[src/logic/teliam_defs.vh]
// Purpose: Constants for the telephone heading and initial address message codec
// Assumes: Included by every file of the codec by bare name
// Notes:   Bit positions count in send order; each field goes LSB first
`ifndef TELIAM_DEFS_VH
`define TELIAM_DEFS_VH

// Register byte offsets
`define TELIAM_REG_CTRL      6'h00
`define TELIAM_REG_TX_LBL_LO 6'h04
`define TELIAM_REG_TX_LBL_HI 6'h08
`define TELIAM_REG_TX_IAM    6'h0c
`define TELIAM_REG_TX_DIG_LO 6'h10
`define TELIAM_REG_TX_DIG_HI 6'h14
`define TELIAM_REG_STATUS    6'h18
`define TELIAM_REG_RX_HEAD   6'h1c
`define TELIAM_REG_RX_LBL_LO 6'h20
`define TELIAM_REG_RX_LBL_HI 6'h24
`define TELIAM_REG_RX_IAM    6'h28
`define TELIAM_REG_RX_DIG_LO 6'h2c
`define TELIAM_REG_RX_DIG_HI 6'h30

// Frame field positions
`define TELIAM_POS_LBL   0
`define TELIAM_POS_H0    40
`define TELIAM_POS_H1    44
`define TELIAM_POS_CAT   48
`define TELIAM_POS_SPARE 54
`define TELIAM_POS_IND   56
`define TELIAM_POS_CNT   68
`define TELIAM_POS_DIG   72
`define TELIAM_FRM_W     136
`define TELIAM_HDR_LEN   8'h30
`define TELIAM_IAM_FIX   8'h48

// Heading codes
`define TELIAM_H0_FAM 4'h1
`define TELIAM_H0_FSM 4'h2
`define TELIAM_H0_BSM 4'h3
`define TELIAM_H0_SBM 4'h4
`define TELIAM_H0_UBM 4'h5
`define TELIAM_H0_CSM 4'h6
`define TELIAM_H0_CCM 4'h7
`define TELIAM_H1_IAM 4'h1
`define TELIAM_H1_EXT 4'hf

// Calling party category classes
`define TELIAM_CAT_SPARE  3'h0
`define TELIAM_CAT_OPLANG 3'h1
`define TELIAM_CAT_ADLANG 3'h2
`define TELIAM_CAT_NATOP  3'h3
`define TELIAM_CAT_ORD    3'h4
`define TELIAM_CAT_PRIO   3'h5
`define TELIAM_CAT_DATA   3'h6
`define TELIAM_CAT_TEST   3'h7

// Reset values
`define TELIAM_RST_H      4'h1
`define TELIAM_RST_CAT    6'h0a
`define TELIAM_RST_WORD   32'h00000000

`endif

[src/logic/teliam_hclass.v]
// Purpose: Classifies a heading pair into message group and recognition
// Assumes: Pure combinational, used for both send and receive
// Notes:   Group 0 means no allocated group
`timescale 1ns/10ps
`default_nettype none
`include "teliam_defs.vh"
module teliam_hclass (
  // Heading
  input  wire [3:0] i_h0,
  input  wire [3:0] i_h1,
  // Result
  output reg  [2:0] o_group,
  output reg        o_known,
  output wire       o_nat_rsv,
  output wire       o_intl_rsv
);
  reg [3:0] top;

  assign o_nat_rsv  = (i_h0 == 4'h0) || (i_h0[3:2] == 2'b11);
  assign o_intl_rsv = (i_h0[3:2] == 2'b10);

  always @* begin
    top     = 4'h0;
    o_group = 3'h0;
    if (i_h0 >= `TELIAM_H0_FAM && i_h0 <= `TELIAM_H0_CCM) begin
      o_group = i_h0[2:0];
    end
    case (i_h0)
      `TELIAM_H0_FAM: top = 4'h4;
      `TELIAM_H0_FSM: top = 4'h4;
      `TELIAM_H0_BSM: top = 4'h1;
      `TELIAM_H0_SBM: top = 4'h2;
      `TELIAM_H0_UBM: top = 4'h9;
      `TELIAM_H0_CSM: top = 4'h6;
      `TELIAM_H0_CCM: top = 4'h7;
      default:        top = 4'h0;
    endcase
    o_known = (o_group != 3'h0) && (i_h1 != 4'h0) && (i_h1 <= top);
    if ((i_h0 == `TELIAM_H0_UBM || i_h0 == `TELIAM_H0_CSM) && i_h1 == `TELIAM_H1_EXT) begin
      o_known = 1'b1;
    end
  end
endmodule
`default_nettype wire

[src/logic/teliam_catdec.v]
// Purpose: Decodes calling party category and flags spare indicator codes
// Assumes: Pure combinational
// Notes:   Spare or national codes are reported, not rejected
`timescale 1ns/10ps
`default_nettype none
`include "teliam_defs.vh"
module teliam_catdec (
  // Fields
  input  wire [5:0] i_cat,
  input  wire [6:0] i_ind,
  // Result
  output reg  [2:0] o_class,
  output wire       o_ind_spare
);
  // Nature of address 01 national, satellite 1x spare, continuity 11 spare
  assign o_ind_spare = (i_ind[1:0] == 2'b01) || i_ind[3] || (i_ind[5:4] == 2'b11);

  always @* begin
    case (i_cat)
      6'h01, 6'h02, 6'h03, 6'h04, 6'h05: o_class = `TELIAM_CAT_OPLANG;
      6'h06, 6'h07, 6'h08:               o_class = `TELIAM_CAT_ADLANG;
      6'h09:                             o_class = `TELIAM_CAT_NATOP;
      6'h0a:                             o_class = `TELIAM_CAT_ORD;
      6'h0b:                             o_class = `TELIAM_CAT_PRIO;
      6'h0c:                             o_class = `TELIAM_CAT_DATA;
      6'h0d:                             o_class = `TELIAM_CAT_TEST;
      default:                           o_class = `TELIAM_CAT_SPARE;
    endcase
  end
endmodule
`default_nettype wire

[src/logic/teliam_codec.v]
// Purpose: Builds and parses telephone signalling messages and the initial address message
// Assumes: Serial link logic on i_clk; Avalon-MM slave with waitrequest for software
// Notes:   Whole frames are held in flip-flops, one bit per index
//
// The Avalon-MM slave port and the placing of the registers are this design's own decisions.
`timescale 1ns/10ps
`default_nettype none
`include "teliam_defs.vh"
module teliam_codec (
  // Clock and reset
  input  wire        i_clk,
  input  wire        i_reset,
  input  wire        i_ce,
  // Avalon-MM slave
  input  wire [5:0]  i_avs_address,
  input  wire        i_avs_read,
  input  wire        i_avs_write,
  input  wire [31:0] i_avs_writedata,
  output reg  [31:0] o_avs_readdata,
  output wire        o_avs_waitrequest,
  // Transmit bit stream
  output reg         o_tx_valid,
  output reg         o_tx_bit,
  output reg         o_tx_last,
  input  wire        i_tx_ready,
  // Receive bit stream
  input  wire        i_rx_valid,
  input  wire        i_rx_bit,
  input  wire        i_rx_last
);
  localparam FW = `TELIAM_FRM_W;

  // Software registers
  reg [39:0]   tx_lbl;
  reg [3:0]    tx_h0;
  reg [3:0]    tx_h1;
  reg [5:0]    tx_cat;
  reg [6:0]    tx_ind;
  reg [3:0]    tx_cnt;
  reg [63:0]   tx_dig;
  reg          acked;
  reg          tx_refused;
  reg          rx_done;
  // Transmit state
  reg [FW-1:0] tx_buf;
  reg [7:0]    tx_pos;
  reg [7:0]    tx_len;
  // Receive state
  reg [FW-1:0] rx_buf;
  reg [7:0]    rx_pos;
  reg          rx_eval;
  reg [7:0]    rx_len;
  reg [39:0]   rx_lbl;
  reg [3:0]    rx_h0;
  reg [3:0]    rx_h1;
  reg [5:0]    rx_cat;
  reg [6:0]    rx_ind;
  reg [3:0]    rx_cnt;
  reg [63:0]   rx_dig;
  reg          rx_unrec;
  reg          rx_len_err;
  reg          rx_bad_dig;
  reg          rx_is_iam;
  reg          rx_ind_spare;
  reg [2:0]    rx_cls;
  // Combinational
  reg [FW-1:0] next_frame;
  reg [7:0]    next_len;
  reg [63:0]   next_dig;
  reg          next_bad;
  integer      k;
  integer      j;

  wire       acc       = (i_avs_read || i_avs_write) && !acked;
  wire       wr_go     = i_avs_write && acked && i_ce;
  wire       tx_busy   = o_tx_valid;
  wire       tx_start  = wr_go && (i_avs_address == `TELIAM_REG_CTRL) && i_avs_writedata[0];
  wire       tx_iam    = (tx_h0 == `TELIAM_H0_FAM) && (tx_h1 == `TELIAM_H1_IAM);
  wire       tx_known;
  wire       rx_known;
  wire [2:0] rx_group;
  wire [2:0] rx_cls_w;
  wire       rx_spare_w;
  wire [3:0] rx_h0_w   = rx_buf[`TELIAM_POS_H0 +: 4];
  wire [3:0] rx_h1_w   = rx_buf[`TELIAM_POS_H1 +: 4];
  wire [3:0] rx_cnt_w  = rx_buf[`TELIAM_POS_CNT +: 4];
  wire       rx_iam_w  = (rx_h0_w == `TELIAM_H0_FAM) && (rx_h1_w == `TELIAM_H1_IAM);

  assign o_avs_waitrequest = (i_avs_read || i_avs_write) && !acked;

  // Address signal codes 1010, 1101 and 1110 are spare
  function dig_ok;
    input [3:0] d;
    begin
      dig_ok = (d <= 4'h9) || (d == 4'hb) || (d == 4'hc) || (d == 4'hf);
    end
  endfunction

  // Address field rounds up to whole octets, filler included
  function [7:0] iam_len;
    input [3:0] n;
    begin
      iam_len = `TELIAM_IAM_FIX + {1'b0, {1'b0, n[3:1]} + {3'h0, n[0]}, 3'h0};
    end
  endfunction

  teliam_hclass u_tx_class (
    .i_h0       (tx_h0),
    .i_h1       (tx_h1),
    .o_group    (),
    .o_known    (tx_known),
    .o_nat_rsv  (),
    .o_intl_rsv ()
  );

  teliam_hclass u_rx_class (
    .i_h0       (rx_h0_w),
    .i_h1       (rx_h1_w),
    .o_group    (rx_group),
    .o_known    (rx_known),
    .o_nat_rsv  (),
    .o_intl_rsv ()
  );

  teliam_catdec u_rx_cat (
    .i_cat       (rx_buf[`TELIAM_POS_CAT +: 6]),
    .i_ind       (rx_buf[`TELIAM_POS_IND +: 7]),
    .o_class     (rx_cls_w),
    .o_ind_spare (rx_spare_w)
  );

  // Frame assembly; every bit not set here is a spare zero
  always @* begin
    next_frame = {FW{1'b0}};
    next_frame[`TELIAM_POS_LBL +: 40] = tx_lbl;
    next_frame[`TELIAM_POS_H0 +: 4] = tx_h0;
    next_frame[`TELIAM_POS_H1 +: 4] = tx_h1;
    next_len = `TELIAM_HDR_LEN;
    if (tx_iam) begin
      next_frame[`TELIAM_POS_CAT +: 6] = tx_cat;
      next_frame[`TELIAM_POS_IND +: 7] = tx_ind;
      next_frame[`TELIAM_POS_CNT +: 4] = tx_cnt;
      for (k = 0; k < 16; k = k + 1) begin
        if (k < tx_cnt) begin
          next_frame[`TELIAM_POS_DIG + 4*k +: 4] = tx_dig[4*k +: 4];
        end
      end
      next_len = iam_len(tx_cnt);
    end
  end

  // Received address digits; the filler past the count is dropped
  always @* begin
    next_dig = 64'h0;
    next_bad = 1'b0;
    for (j = 0; j < 16; j = j + 1) begin
      if (j < rx_cnt_w) begin
        next_dig[4*j +: 4] = rx_buf[`TELIAM_POS_DIG + 4*j +: 4];
        if (!dig_ok(rx_buf[`TELIAM_POS_DIG + 4*j +: 4])) begin
          next_bad = 1'b1;
        end
      end
    end
  end

  // Bus slave: one wait cycle, then the access completes
  always @(posedge i_clk) begin
    if (i_reset) begin
      acked          <= 1'b0;
      o_avs_readdata <= `TELIAM_RST_WORD;
    end else if (i_ce) begin
      acked <= acc;
      if (acc && i_avs_read) begin
        case (i_avs_address)
          `TELIAM_REG_CTRL:      o_avs_readdata <= {20'h0, tx_h1, tx_h0, 3'h0, tx_busy};
          `TELIAM_REG_TX_LBL_LO: o_avs_readdata <= tx_lbl[31:0];
          `TELIAM_REG_TX_LBL_HI: o_avs_readdata <= {24'h0, tx_lbl[39:32]};
          `TELIAM_REG_TX_IAM:    o_avs_readdata <= {12'h0, tx_cnt, 1'b0, tx_ind, 2'h0, tx_cat};
          `TELIAM_REG_TX_DIG_LO: o_avs_readdata <= tx_dig[31:0];
          `TELIAM_REG_TX_DIG_HI: o_avs_readdata <= tx_dig[63:32];
          `TELIAM_REG_STATUS:    o_avs_readdata <= {24'h0, rx_ind_spare, rx_is_iam, rx_bad_dig,
                                                    rx_len_err, rx_unrec, rx_done, tx_refused,
                                                    tx_busy};
          `TELIAM_REG_RX_HEAD:   o_avs_readdata <= {21'h0, rx_cls, rx_h1, rx_h0};
          `TELIAM_REG_RX_LBL_LO: o_avs_readdata <= rx_lbl[31:0];
          `TELIAM_REG_RX_LBL_HI: o_avs_readdata <= {24'h0, rx_lbl[39:32]};
          `TELIAM_REG_RX_IAM:    o_avs_readdata <= {12'h0, rx_cnt, 1'b0, rx_ind, 2'h0, rx_cat};
          `TELIAM_REG_RX_DIG_LO: o_avs_readdata <= rx_dig[31:0];
          `TELIAM_REG_RX_DIG_HI: o_avs_readdata <= rx_dig[63:32];
          default:               o_avs_readdata <= `TELIAM_RST_WORD;
        endcase
      end
    end
  end

  // Transmit configuration; writes while busy only touch the next frame
  always @(posedge i_clk) begin
    if (i_reset) begin
      tx_lbl <= 40'h0;
      tx_h0  <= `TELIAM_RST_H;
      tx_h1  <= `TELIAM_RST_H;
      tx_cat <= `TELIAM_RST_CAT;
      tx_ind <= 7'h0;
      tx_cnt <= 4'h0;
      tx_dig <= 64'h0;
    end else if (wr_go) begin
      case (i_avs_address)
        `TELIAM_REG_CTRL: begin
          tx_h0 <= i_avs_writedata[7:4];
          tx_h1 <= i_avs_writedata[11:8];
        end
        `TELIAM_REG_TX_LBL_LO: tx_lbl[31:0] <= i_avs_writedata;
        `TELIAM_REG_TX_LBL_HI: tx_lbl[39:32] <= i_avs_writedata[7:0];
        `TELIAM_REG_TX_IAM: begin
          tx_cat <= i_avs_writedata[5:0];
          tx_ind <= i_avs_writedata[14:8];
          tx_cnt <= i_avs_writedata[19:16];
        end
        `TELIAM_REG_TX_DIG_LO: tx_dig[31:0] <= i_avs_writedata;
        `TELIAM_REG_TX_DIG_HI: tx_dig[63:32] <= i_avs_writedata;
        default: tx_cnt <= tx_cnt;
      endcase
    end
  end

  // Transmit serialiser; start uses the heading already stored
  always @(posedge i_clk) begin
    if (i_reset) begin
      tx_buf     <= {FW{1'b0}};
      tx_pos     <= 8'h0;
      tx_len     <= 8'h0;
      o_tx_valid <= 1'b0;
      o_tx_bit   <= 1'b0;
      o_tx_last  <= 1'b0;
      tx_refused <= 1'b0;
    end else if (i_ce) begin
      if (wr_go && i_avs_address == `TELIAM_REG_STATUS && i_avs_writedata[1]) begin
        tx_refused <= 1'b0;
      end
      if (tx_start && !tx_busy) begin
        if (!tx_known) begin
          tx_refused <= 1'b1;
        end else begin
          tx_buf     <= next_frame;
          tx_len     <= next_len;
          tx_pos     <= 8'h0;
          o_tx_valid <= 1'b1;
          o_tx_bit   <= next_frame[0];
          o_tx_last  <= 1'b0;
        end
      end else if (o_tx_valid && i_tx_ready) begin
        if (o_tx_last) begin
          o_tx_valid <= 1'b0;
          o_tx_last  <= 1'b0;
        end else begin
          tx_pos    <= tx_pos + 8'h1;
          o_tx_bit  <= tx_buf[tx_pos + 8'h1];
          o_tx_last <= (tx_pos + 8'h2 == tx_len);
        end
      end
    end
  end

  // Receive collector and parser
  always @(posedge i_clk) begin
    if (i_reset) begin
      rx_buf       <= {FW{1'b0}};
      rx_pos       <= 8'h0;
      rx_eval      <= 1'b0;
      rx_len       <= 8'h0;
      rx_done      <= 1'b0;
      rx_lbl       <= 40'h0;
      rx_h0        <= 4'h0;
      rx_h1        <= 4'h0;
      rx_cat       <= 6'h0;
      rx_ind       <= 7'h0;
      rx_cnt       <= 4'h0;
      rx_dig       <= 64'h0;
      rx_unrec     <= 1'b0;
      rx_len_err   <= 1'b0;
      rx_bad_dig   <= 1'b0;
      rx_is_iam    <= 1'b0;
      rx_ind_spare <= 1'b0;
      rx_cls       <= 3'h0;
    end else if (i_ce) begin
      rx_eval <= 1'b0;
      if (wr_go && i_avs_address == `TELIAM_REG_STATUS && i_avs_writedata[2]) begin
        rx_done <= 1'b0;
      end
      if (i_rx_valid) begin
        if (rx_pos < FW) begin
          rx_buf[rx_pos] <= i_rx_bit;
        end
        if (i_rx_last) begin
          rx_len  <= (rx_pos == 8'hff) ? rx_pos : rx_pos + 8'h1;
          rx_pos  <= 8'h0;
          rx_eval <= 1'b1;
        end else if (rx_pos != 8'hff) begin
          rx_pos <= rx_pos + 8'h1;
        end
      end
      if (rx_eval) begin
        rx_done   <= 1'b1;
        rx_lbl    <= rx_buf[`TELIAM_POS_LBL +: 40];
        rx_h0     <= rx_h0_w;
        rx_h1     <= rx_h1_w;
        rx_is_iam <= 1'b0;
        rx_unrec  <= !rx_known || (rx_len < `TELIAM_HDR_LEN) || (rx_group == 3'h0);
        rx_len_err <= (rx_len < `TELIAM_HDR_LEN) ||
                      (rx_iam_w && (rx_len != iam_len(rx_cnt_w)));
        rx_bad_dig <= 1'b0;
        rx_ind_spare <= 1'b0;
        if (rx_known && rx_iam_w && rx_len == iam_len(rx_cnt_w)) begin
          rx_is_iam    <= 1'b1;
          rx_cat       <= rx_buf[`TELIAM_POS_CAT +: 6];
          rx_cls       <= rx_cls_w;
          rx_ind       <= rx_buf[`TELIAM_POS_IND +: 7];
          rx_ind_spare <= rx_spare_w;
          rx_cnt       <= rx_cnt_w;
          rx_dig       <= next_dig;
          rx_bad_dig   <= next_bad;
        end
      end
    end
  end
endmodule
`default_nettype wire

[config.mk]
export PLATFORM = sky130hd
export DESIGN_NAME = teliam_codec
export DESIGN_NICKNAME = d
export VERILOG_FILES = /design/src/logic/teliam_hclass.v /design/src/logic/teliam_catdec.v /design/src/logic/teliam_codec.v
export VERILOG_INCLUDE_DIRS = /design/src /design/src/logic
export SDC_FILE = /design/constraint.sdc
export NUM_CORES = 1
export LEC_CHECK = 0
export BUFFER_PORTS_ARGS = -buffer_cell sky130_fd_sc_hd__buf_2
export CORE_MARGIN = 2
export CORE_UTILIZATION = 59
export DETAILED_ROUTE_END_ITERATION = 12
export PLACE_DENSITY = 0.74
export SYNTH_ARGS = -nofsm -noshare
export SYNTH_HDL_FRONTEND = slang
export SYNTH_SLANG_ARGS = --single-unit
export TNS_END_PERCENT = 5
[constraint.sdc]
create_clock -name i_clk -period 9.81 [get_ports i_clk]
set_input_delay 1.962 -clock i_clk [delete_from_list [all_inputs] [get_ports i_clk]]
set_output_delay 1.962 -clock i_clk [all_outputs]
set_load 0.03 [all_outputs]
==> Yosys cells after proc, flatten, opt, wreduce, memory -nomap -nowiden <==
Memory sizes are Yosys's and may differ from the RTL's. A register that Yosys moved wholly into a read port is not among the register bits.
Cells that the tools add are included.
{ "op_classes": {"add_sub_neg": 7, "n_mux": 108, "n_eq_ne": 84, "reduce_logical": 111, "order_cmp": 56} }
{ "op_table": {"columns": ["cell", "count"], "rows": [
  ["one-hot mux 32 bit (13 select lines)", 1],
  ["equality test 4 bit, second input constant", 47],
  ["bitwise mux 136 bit", 1],
  ["two-way mux 4 bit", 32],
  ["two-way mux 64 bit", 1],
  ["two-way mux 8 bit", 8],
  ["<= comparator 4 bit, second input constant", 15],
  ["< comparator 4 bit, first input constant", 14],
  ["two-way mux 1 bit", 56],
  ["logical OR 1 bit", 53],
  ["one-hot mux 4 bit (6 select lines)", 2],
  ["equality test 4 x 3 -> 1 bit, second input constant", 8],
  ["< comparator 3 x 4 -> 1 bit, first input constant", 8],
  ["equality test 6 bit, second input constant", 5],
  ["logical AND 1 bit", 25],
  ["equality test 6 x 5 -> 1 bit, second input constant", 4],
  ["< comparator 8 x 9 -> 1 bit, second input constant", 2],
  ["AND reduction 2 bit", 9],
  ["AND reduction 3 bit", 6],
  ["adder 7 x 7 -> 8 bit, first input constant", 2],
  ["adder 8 x 1 -> 8 bit, second input constant", 2],
  ["equality test 4 x 1 -> 1 bit, second input constant", 4],
  ["equality test 4 x 2 -> 1 bit, second input constant", 4],
  ["equality test 8 bit", 2],
  ["33 further kinds", 55]
]} }
{ "word_totals": {"output_inout_bits": 36, "mem_count": 1, "ff_bits": 594, "mem_bits_ro": 48} }
{ "memory_table": {"columns": ["name", "words", "word_bits", "read_ports", "rd_clocked_by_memory_dff", "wr", "line_no", "source"], "rows": [
  ["(no name shown)", 16, 3, 1, 1, 0, "teliam_catdec.v:19", "case (i_cat)"]
]} }

==> Depth between registers and ports, before layout <==
{ "logic_depth": {"depth_word": 35, "ltp_mapped": 14, "mapped_depth_nobuf": 10} }

==> Cells and area by module <==
Synthesis repeated with hierarchy kept, for this count alone.
{ "unflattened": {"cells_unflattened": 3245, "area_unflattened_um2": 25486.9} }
{ "by_module_without_submodules": {"columns": ["mod", "area_per_inst_um2", "instances", "cells_each", "seq_area_each_um2"], "rows": [
  ["teliam_codec", 24990.2, 1, 3175, 11611.1],
  ["teliam_hclass", 200.2, 2, 29, 0.0],
  ["teliam_catdec", 96.3, 1, 12, 0.0]
]} }

==> Worst setup path before layout <==
No wires, ideal clock.
{ "synth_path": {"path_type": "input -> output", "startpoint": "in i_avs_write", "endpoint": "out o_avs_waitrequest", "cell_stages": 2, "path_slack_ns": 5.430, "arrival_time_ns": 2.418, "required_time_ns": 7.848, "path_cell_list": "nor2_1 -> nor2_1"} }
{ "synth_via": {"elab_chain_len": 2} }
{ "synth_rtl": {"columns": ["item", "line_no", "source"], "rows": [
  ["start: declaration", "teliam_codec.v:17", "input wire i_avs_write,"],
  ["logical OR 1 bit", "teliam_codec.v:89", "assign o_avs_waitrequest = (i_avs_read || i_avs_write) && !acked;"],
  ["logical AND 1 bit", "teliam_codec.v:89", null],
  ["end: declaration", "teliam_codec.v:20", "output wire o_avs_waitrequest,"]
]} }
No other way between the ends.

==> Final worst setup path <==
{ "layout_path": {"startpoint": "in i_avs_address[1]", "endpoint": "reg tx_buf[91]"} }
{ "layout_via": {"elab_chain_len": 5} }
{ "layout_rtl": {"columns": ["item", "line_no", "source"], "rows": [
  ["start: declaration", "teliam_codec.v:15", "input wire [5:0] i_avs_address,"],
  ["logical NOT 6 bit", null, null],
  ["logical AND 1 bit (2 in series)", "teliam_codec.v:77", "wire tx_start = wr_go && (i_avs_address == `TELIAM_REG_CTRL) && i_avs_writedata[0];"],
  ["logical AND 1 bit", "teliam_codec.v:240", "if (tx_start && !tx_busy) begin"],
  ["AND reduction 3 bit (no source line)", null, null],
  ["end signal: assignment", "teliam_codec.v:229", "tx_buf <= {FW{1'b0}};"],
  ["end signal: assignment", "teliam_codec.v:244", "tx_buf <= next_frame;"],
  ["end: declaration", "teliam_codec.v:45", "reg [FW-1:0] tx_buf;"]
]} }
No other way between the ends.
A chain may end at the register's enable or synchronous reset.

==> impl_metrics.env <==
export IMPL_synth_flop_cell="dfxtp_1"
export IMPL_final_layout_size_suffix_gt1_frac=0.0885
export IMPL_async_flop_share=0
export IMPL_yosys_top_cells_area="dfxtp_1 45%, a21oi_1 11%, o21ai_0 6.9%"
export IMPL_drv_slew=0
export IMPL_cts_setup_buffers=0
export IMPL_power_density_nw_per_um2=169
export IMPL_core_area_um2=44000
export IMPL_vias_per_cell=6.75
export IMPL_drtPass1Iterations=6
export IMPL_antenna_found_initial=1
export IMPL_synth_edf_count=0
export IMPL_vdd_drop_max_v=0.000122
export IMPL_synth_adder_area_share=0.0115
export IMPL_status="completed"
export IMPL_path_clk_slew_ps=60
export IMPL_ctsResizeCount=0
export IMPL_p_total_mw=4.80
export IMPL_dieHeight_um=215
export IMPL_cts_buffer_depth=3
export IMPL_required_ps=10340
export IMPL_dp_slack_ps=4350
export IMPL_worst_path_most_repeated_cell="buf_4"
export IMPL_synthesis_area_um2=26200
export IMPL_worstPathCellList="buf_2 > or4_1 > nor3_4 > nand2_2 > nor3b_4 > buf_4 > buf_4 > nand4_1 > a21oi_1"
export IMPL_area_growth_pct=8.59
export IMPL_fin_cells=3779
export IMPL_synth_seq_cells=583
export IMPL_finalCriticalPeriod_ps=4940
export IMPL_crit_path_end_kind="flip-flop"
export IMPL_relSlewSlack=0.0821
export IMPL_fmax_mhz=202
export IMPL_criticalPathCategory="in -> reg"
export IMPL_cts_buffers=59
export IMPL_htree_levels=2
export IMPL_yosysTopAreaCell="dfxtp_1"
export IMPL_worst_slew_pin_slew_ps=1370
export IMPL_start_util=0.595
export IMPL_grt_usage=0.374
export IMPL_synth_compound_area_share=0.244
export IMPL_synth_top_area_frac=0.446
export IMPL_grt_max_degree=148
export IMPL_syn_nets=3338
export IMPL_grt_pass1_wl_um=136000
export IMPL_dr_total_vias=25500
export IMPL_grt_pass1_vias=23000
export IMPL_cp_slowest_cell="or4_1"
export IMPL_p_leak_nw=9.00
export IMPL_yosysWarnings=0
export IMPL_io_buffers=82
export IMPL_wl_um=89200
export IMPL_slowest_delay_ps=780
export IMPL_synthDistinctLibCells=72
export IMPL_hold_violations=0
export IMPL_cap_violations=0
export IMPL_post_drt_wl_per_cell_um=23.6
export IMPL_yosysSeqAreaShare=0.446
export IMPL_drc=0
export IMPL_syn_inst=3267
export IMPL_dp_hpwl_um=59300
export IMPL_nets=3213
export IMPL_synthXorXnorAreaFrac=0.0113
export IMPL_fin_worst_skew_ps=15.9
export IMPL_tns_ps=0
export IMPL_rsz0062_at_grt="no"
export IMPL_fin_crit_sh=0.504
export IMPL_avgSynthCellArea_um2=8.01
export IMPL_clkLatencyLatePin_ps=630
export IMPL_cts_root_buf="clkbuf_16"
export IMPL_timing_hold_ws_ps=445
export IMPL_die_w_um=215
export IMPL_numClockSinks=583
export IMPL_cts_tree="built"
export IMPL_io_pins=83
export IMPL_hp_class="reg -> reg"
export IMPL_cp_start_kind="primary input"
export IMPL_overflow=0
export IMPL_place_inst=3673
export IMPL_synth_top_family_by_area="compound AO/OA/AOI/OAI gates"
export IMPL_fin_ws_ps=4870
export IMPL_insertedDiodeCount=0
export IMPL_drtIter0Drc=3739
export IMPL_place_congestion=0.972
export IMPL_rows=77
export IMPL_detail_route_antenna_nets=0
export IMPL_setup_viol=0
export IMPL_cp_max_fo=91
export IMPL_dieArea_um2=46100
export IMPL_crit_arrival_ps=5470
export IMPL_synthMuxAreaShare=0.0320
export IMPL_yosys_area_share_simple=0.203
export IMPL_holdBufCountCts=0
==> path summary, 6_finish.rpt <==
check	startpoint	to	slack [ps]	depth (start not counted)
setup / recovery	i_avs_address[1]	tx_buf[91]	4870	9
hold / removal	rx_buf[22]	rx_lbl[22]	440	2
setup reg to reg	rx_buf[69]	rx_dig[12]	5320	10
hold reg to reg	rx_buf[22]	rx_lbl[22]	440	2
==> kinds of logic after synthesis <==
family / after synthesis
fa+ha+maj: 24
flops: 583
buf+inv: 342
compound gates: 1142
simple gates: 1094
mux: 50
xor+xnor: 32
==> per-layer routing <==
layer	track usage	up-vias	share of wire
li1	-	11600	-
met5	0	-	0
met2	0.575	1443	0.45
met4	0.174	0	0.049
met1	0.512	12200	0.40
met3	0.0684	245	0.10
==> synth_stat cells, drive strengths merged (8+ instances only) <==
cell / n
a22oi: 77
a31oi: 8
o21ai: 362
xnor2: 22
o211ai: 18
a221oi: 14
and3: 22
nor3: 35
and2: 20
mux2i: 14
nor3b: 9
nor2: 104
clkbuf: 275
a311oi: 9
inv: 28
buf: 39
xor2: 10
nor2b: 14
nand4: 133
o21a: 11
nand2: 423
nand4b: 17
or3: 11
mux4: 26
ha: 24
dfxtp: 583
or4: 8
nand2b: 10
nand3b: 18
mux2: 10
a222oi: 21
a21oi: 562
nand3: 251
a211oi: 12
==> registers in the layout, indices dropped and copies added (netlist names), 5 cells and up, named ones only <==
signal	flops
tx_pos	8
tx_len	5
rx_cat	6
rx_lbl	40
tx_dig	64
rx_len	8
tx_lbl	40
tx_ind	7
rx_dig	60
o_avs_readdata	32
tx_cat	6
rx_ind	7
rx_buf	125
rx_pos	8
tx_buf	125
==> cell usage in the layout (no fill, tap or decap), drive strengths merged, types with 9 or more instances in the layout <==
master  instances
dfxtp         583
a21oi         562
nand2         423
o21ai         362
nand3         251
nand4         133
buf           128
nor2          104
clkbuf         94
a22oi          77
nor3           35
inv            28
mux4           26
ha             24
xnor2          22
and3           22
a222oi         21
and2           20
nand3b         18
o211ai         18
nand4b         17
nor2b          14
mux2i          14
a221oi         14
a211oi         12
or3            11
o21a           11
nand2b         10
mux2           10
xor2           10
a311oi          9
nor3b           9
==> worst max-delay path: cells and delay by family <==
| kind | cells | cell delay [ps] |
|---|---|---|
| AND/OR/NAND/NOR | 5 | 1920 |
| AO/OA/AOI/OAI | 1 | 210 |
| buffers and inverters | 3 | 1300 |
==> per-stage QoR <==
step	utilization	cell area, um2
finish	0.646	28400
global route	0.646	28400
CTS	0.646	28400
detailed placement	0.602	26500
global placement	0.602	26500
floorplan	-	26200
==> report_power, final <==
part	leakage [nW]	switching, mW	internal, mW
clock network	0.953	0.945	1.31
registers	4.70	0.00757	2.38
logic	3.35	0.127	0.0328
==> final cells by class <==
type / count / area, um2
clock inverters: 12 / 115
fillers: 3837 / 15600
multi-input cells: 2342 / 13200
clock buffers: 94 / 1820
well taps: 592 / 741
repair buffers: 128 / 768
flip-flops and latches: 583 / 11700
inverters: 28 / 105
(Power assumes the default switching activity.)
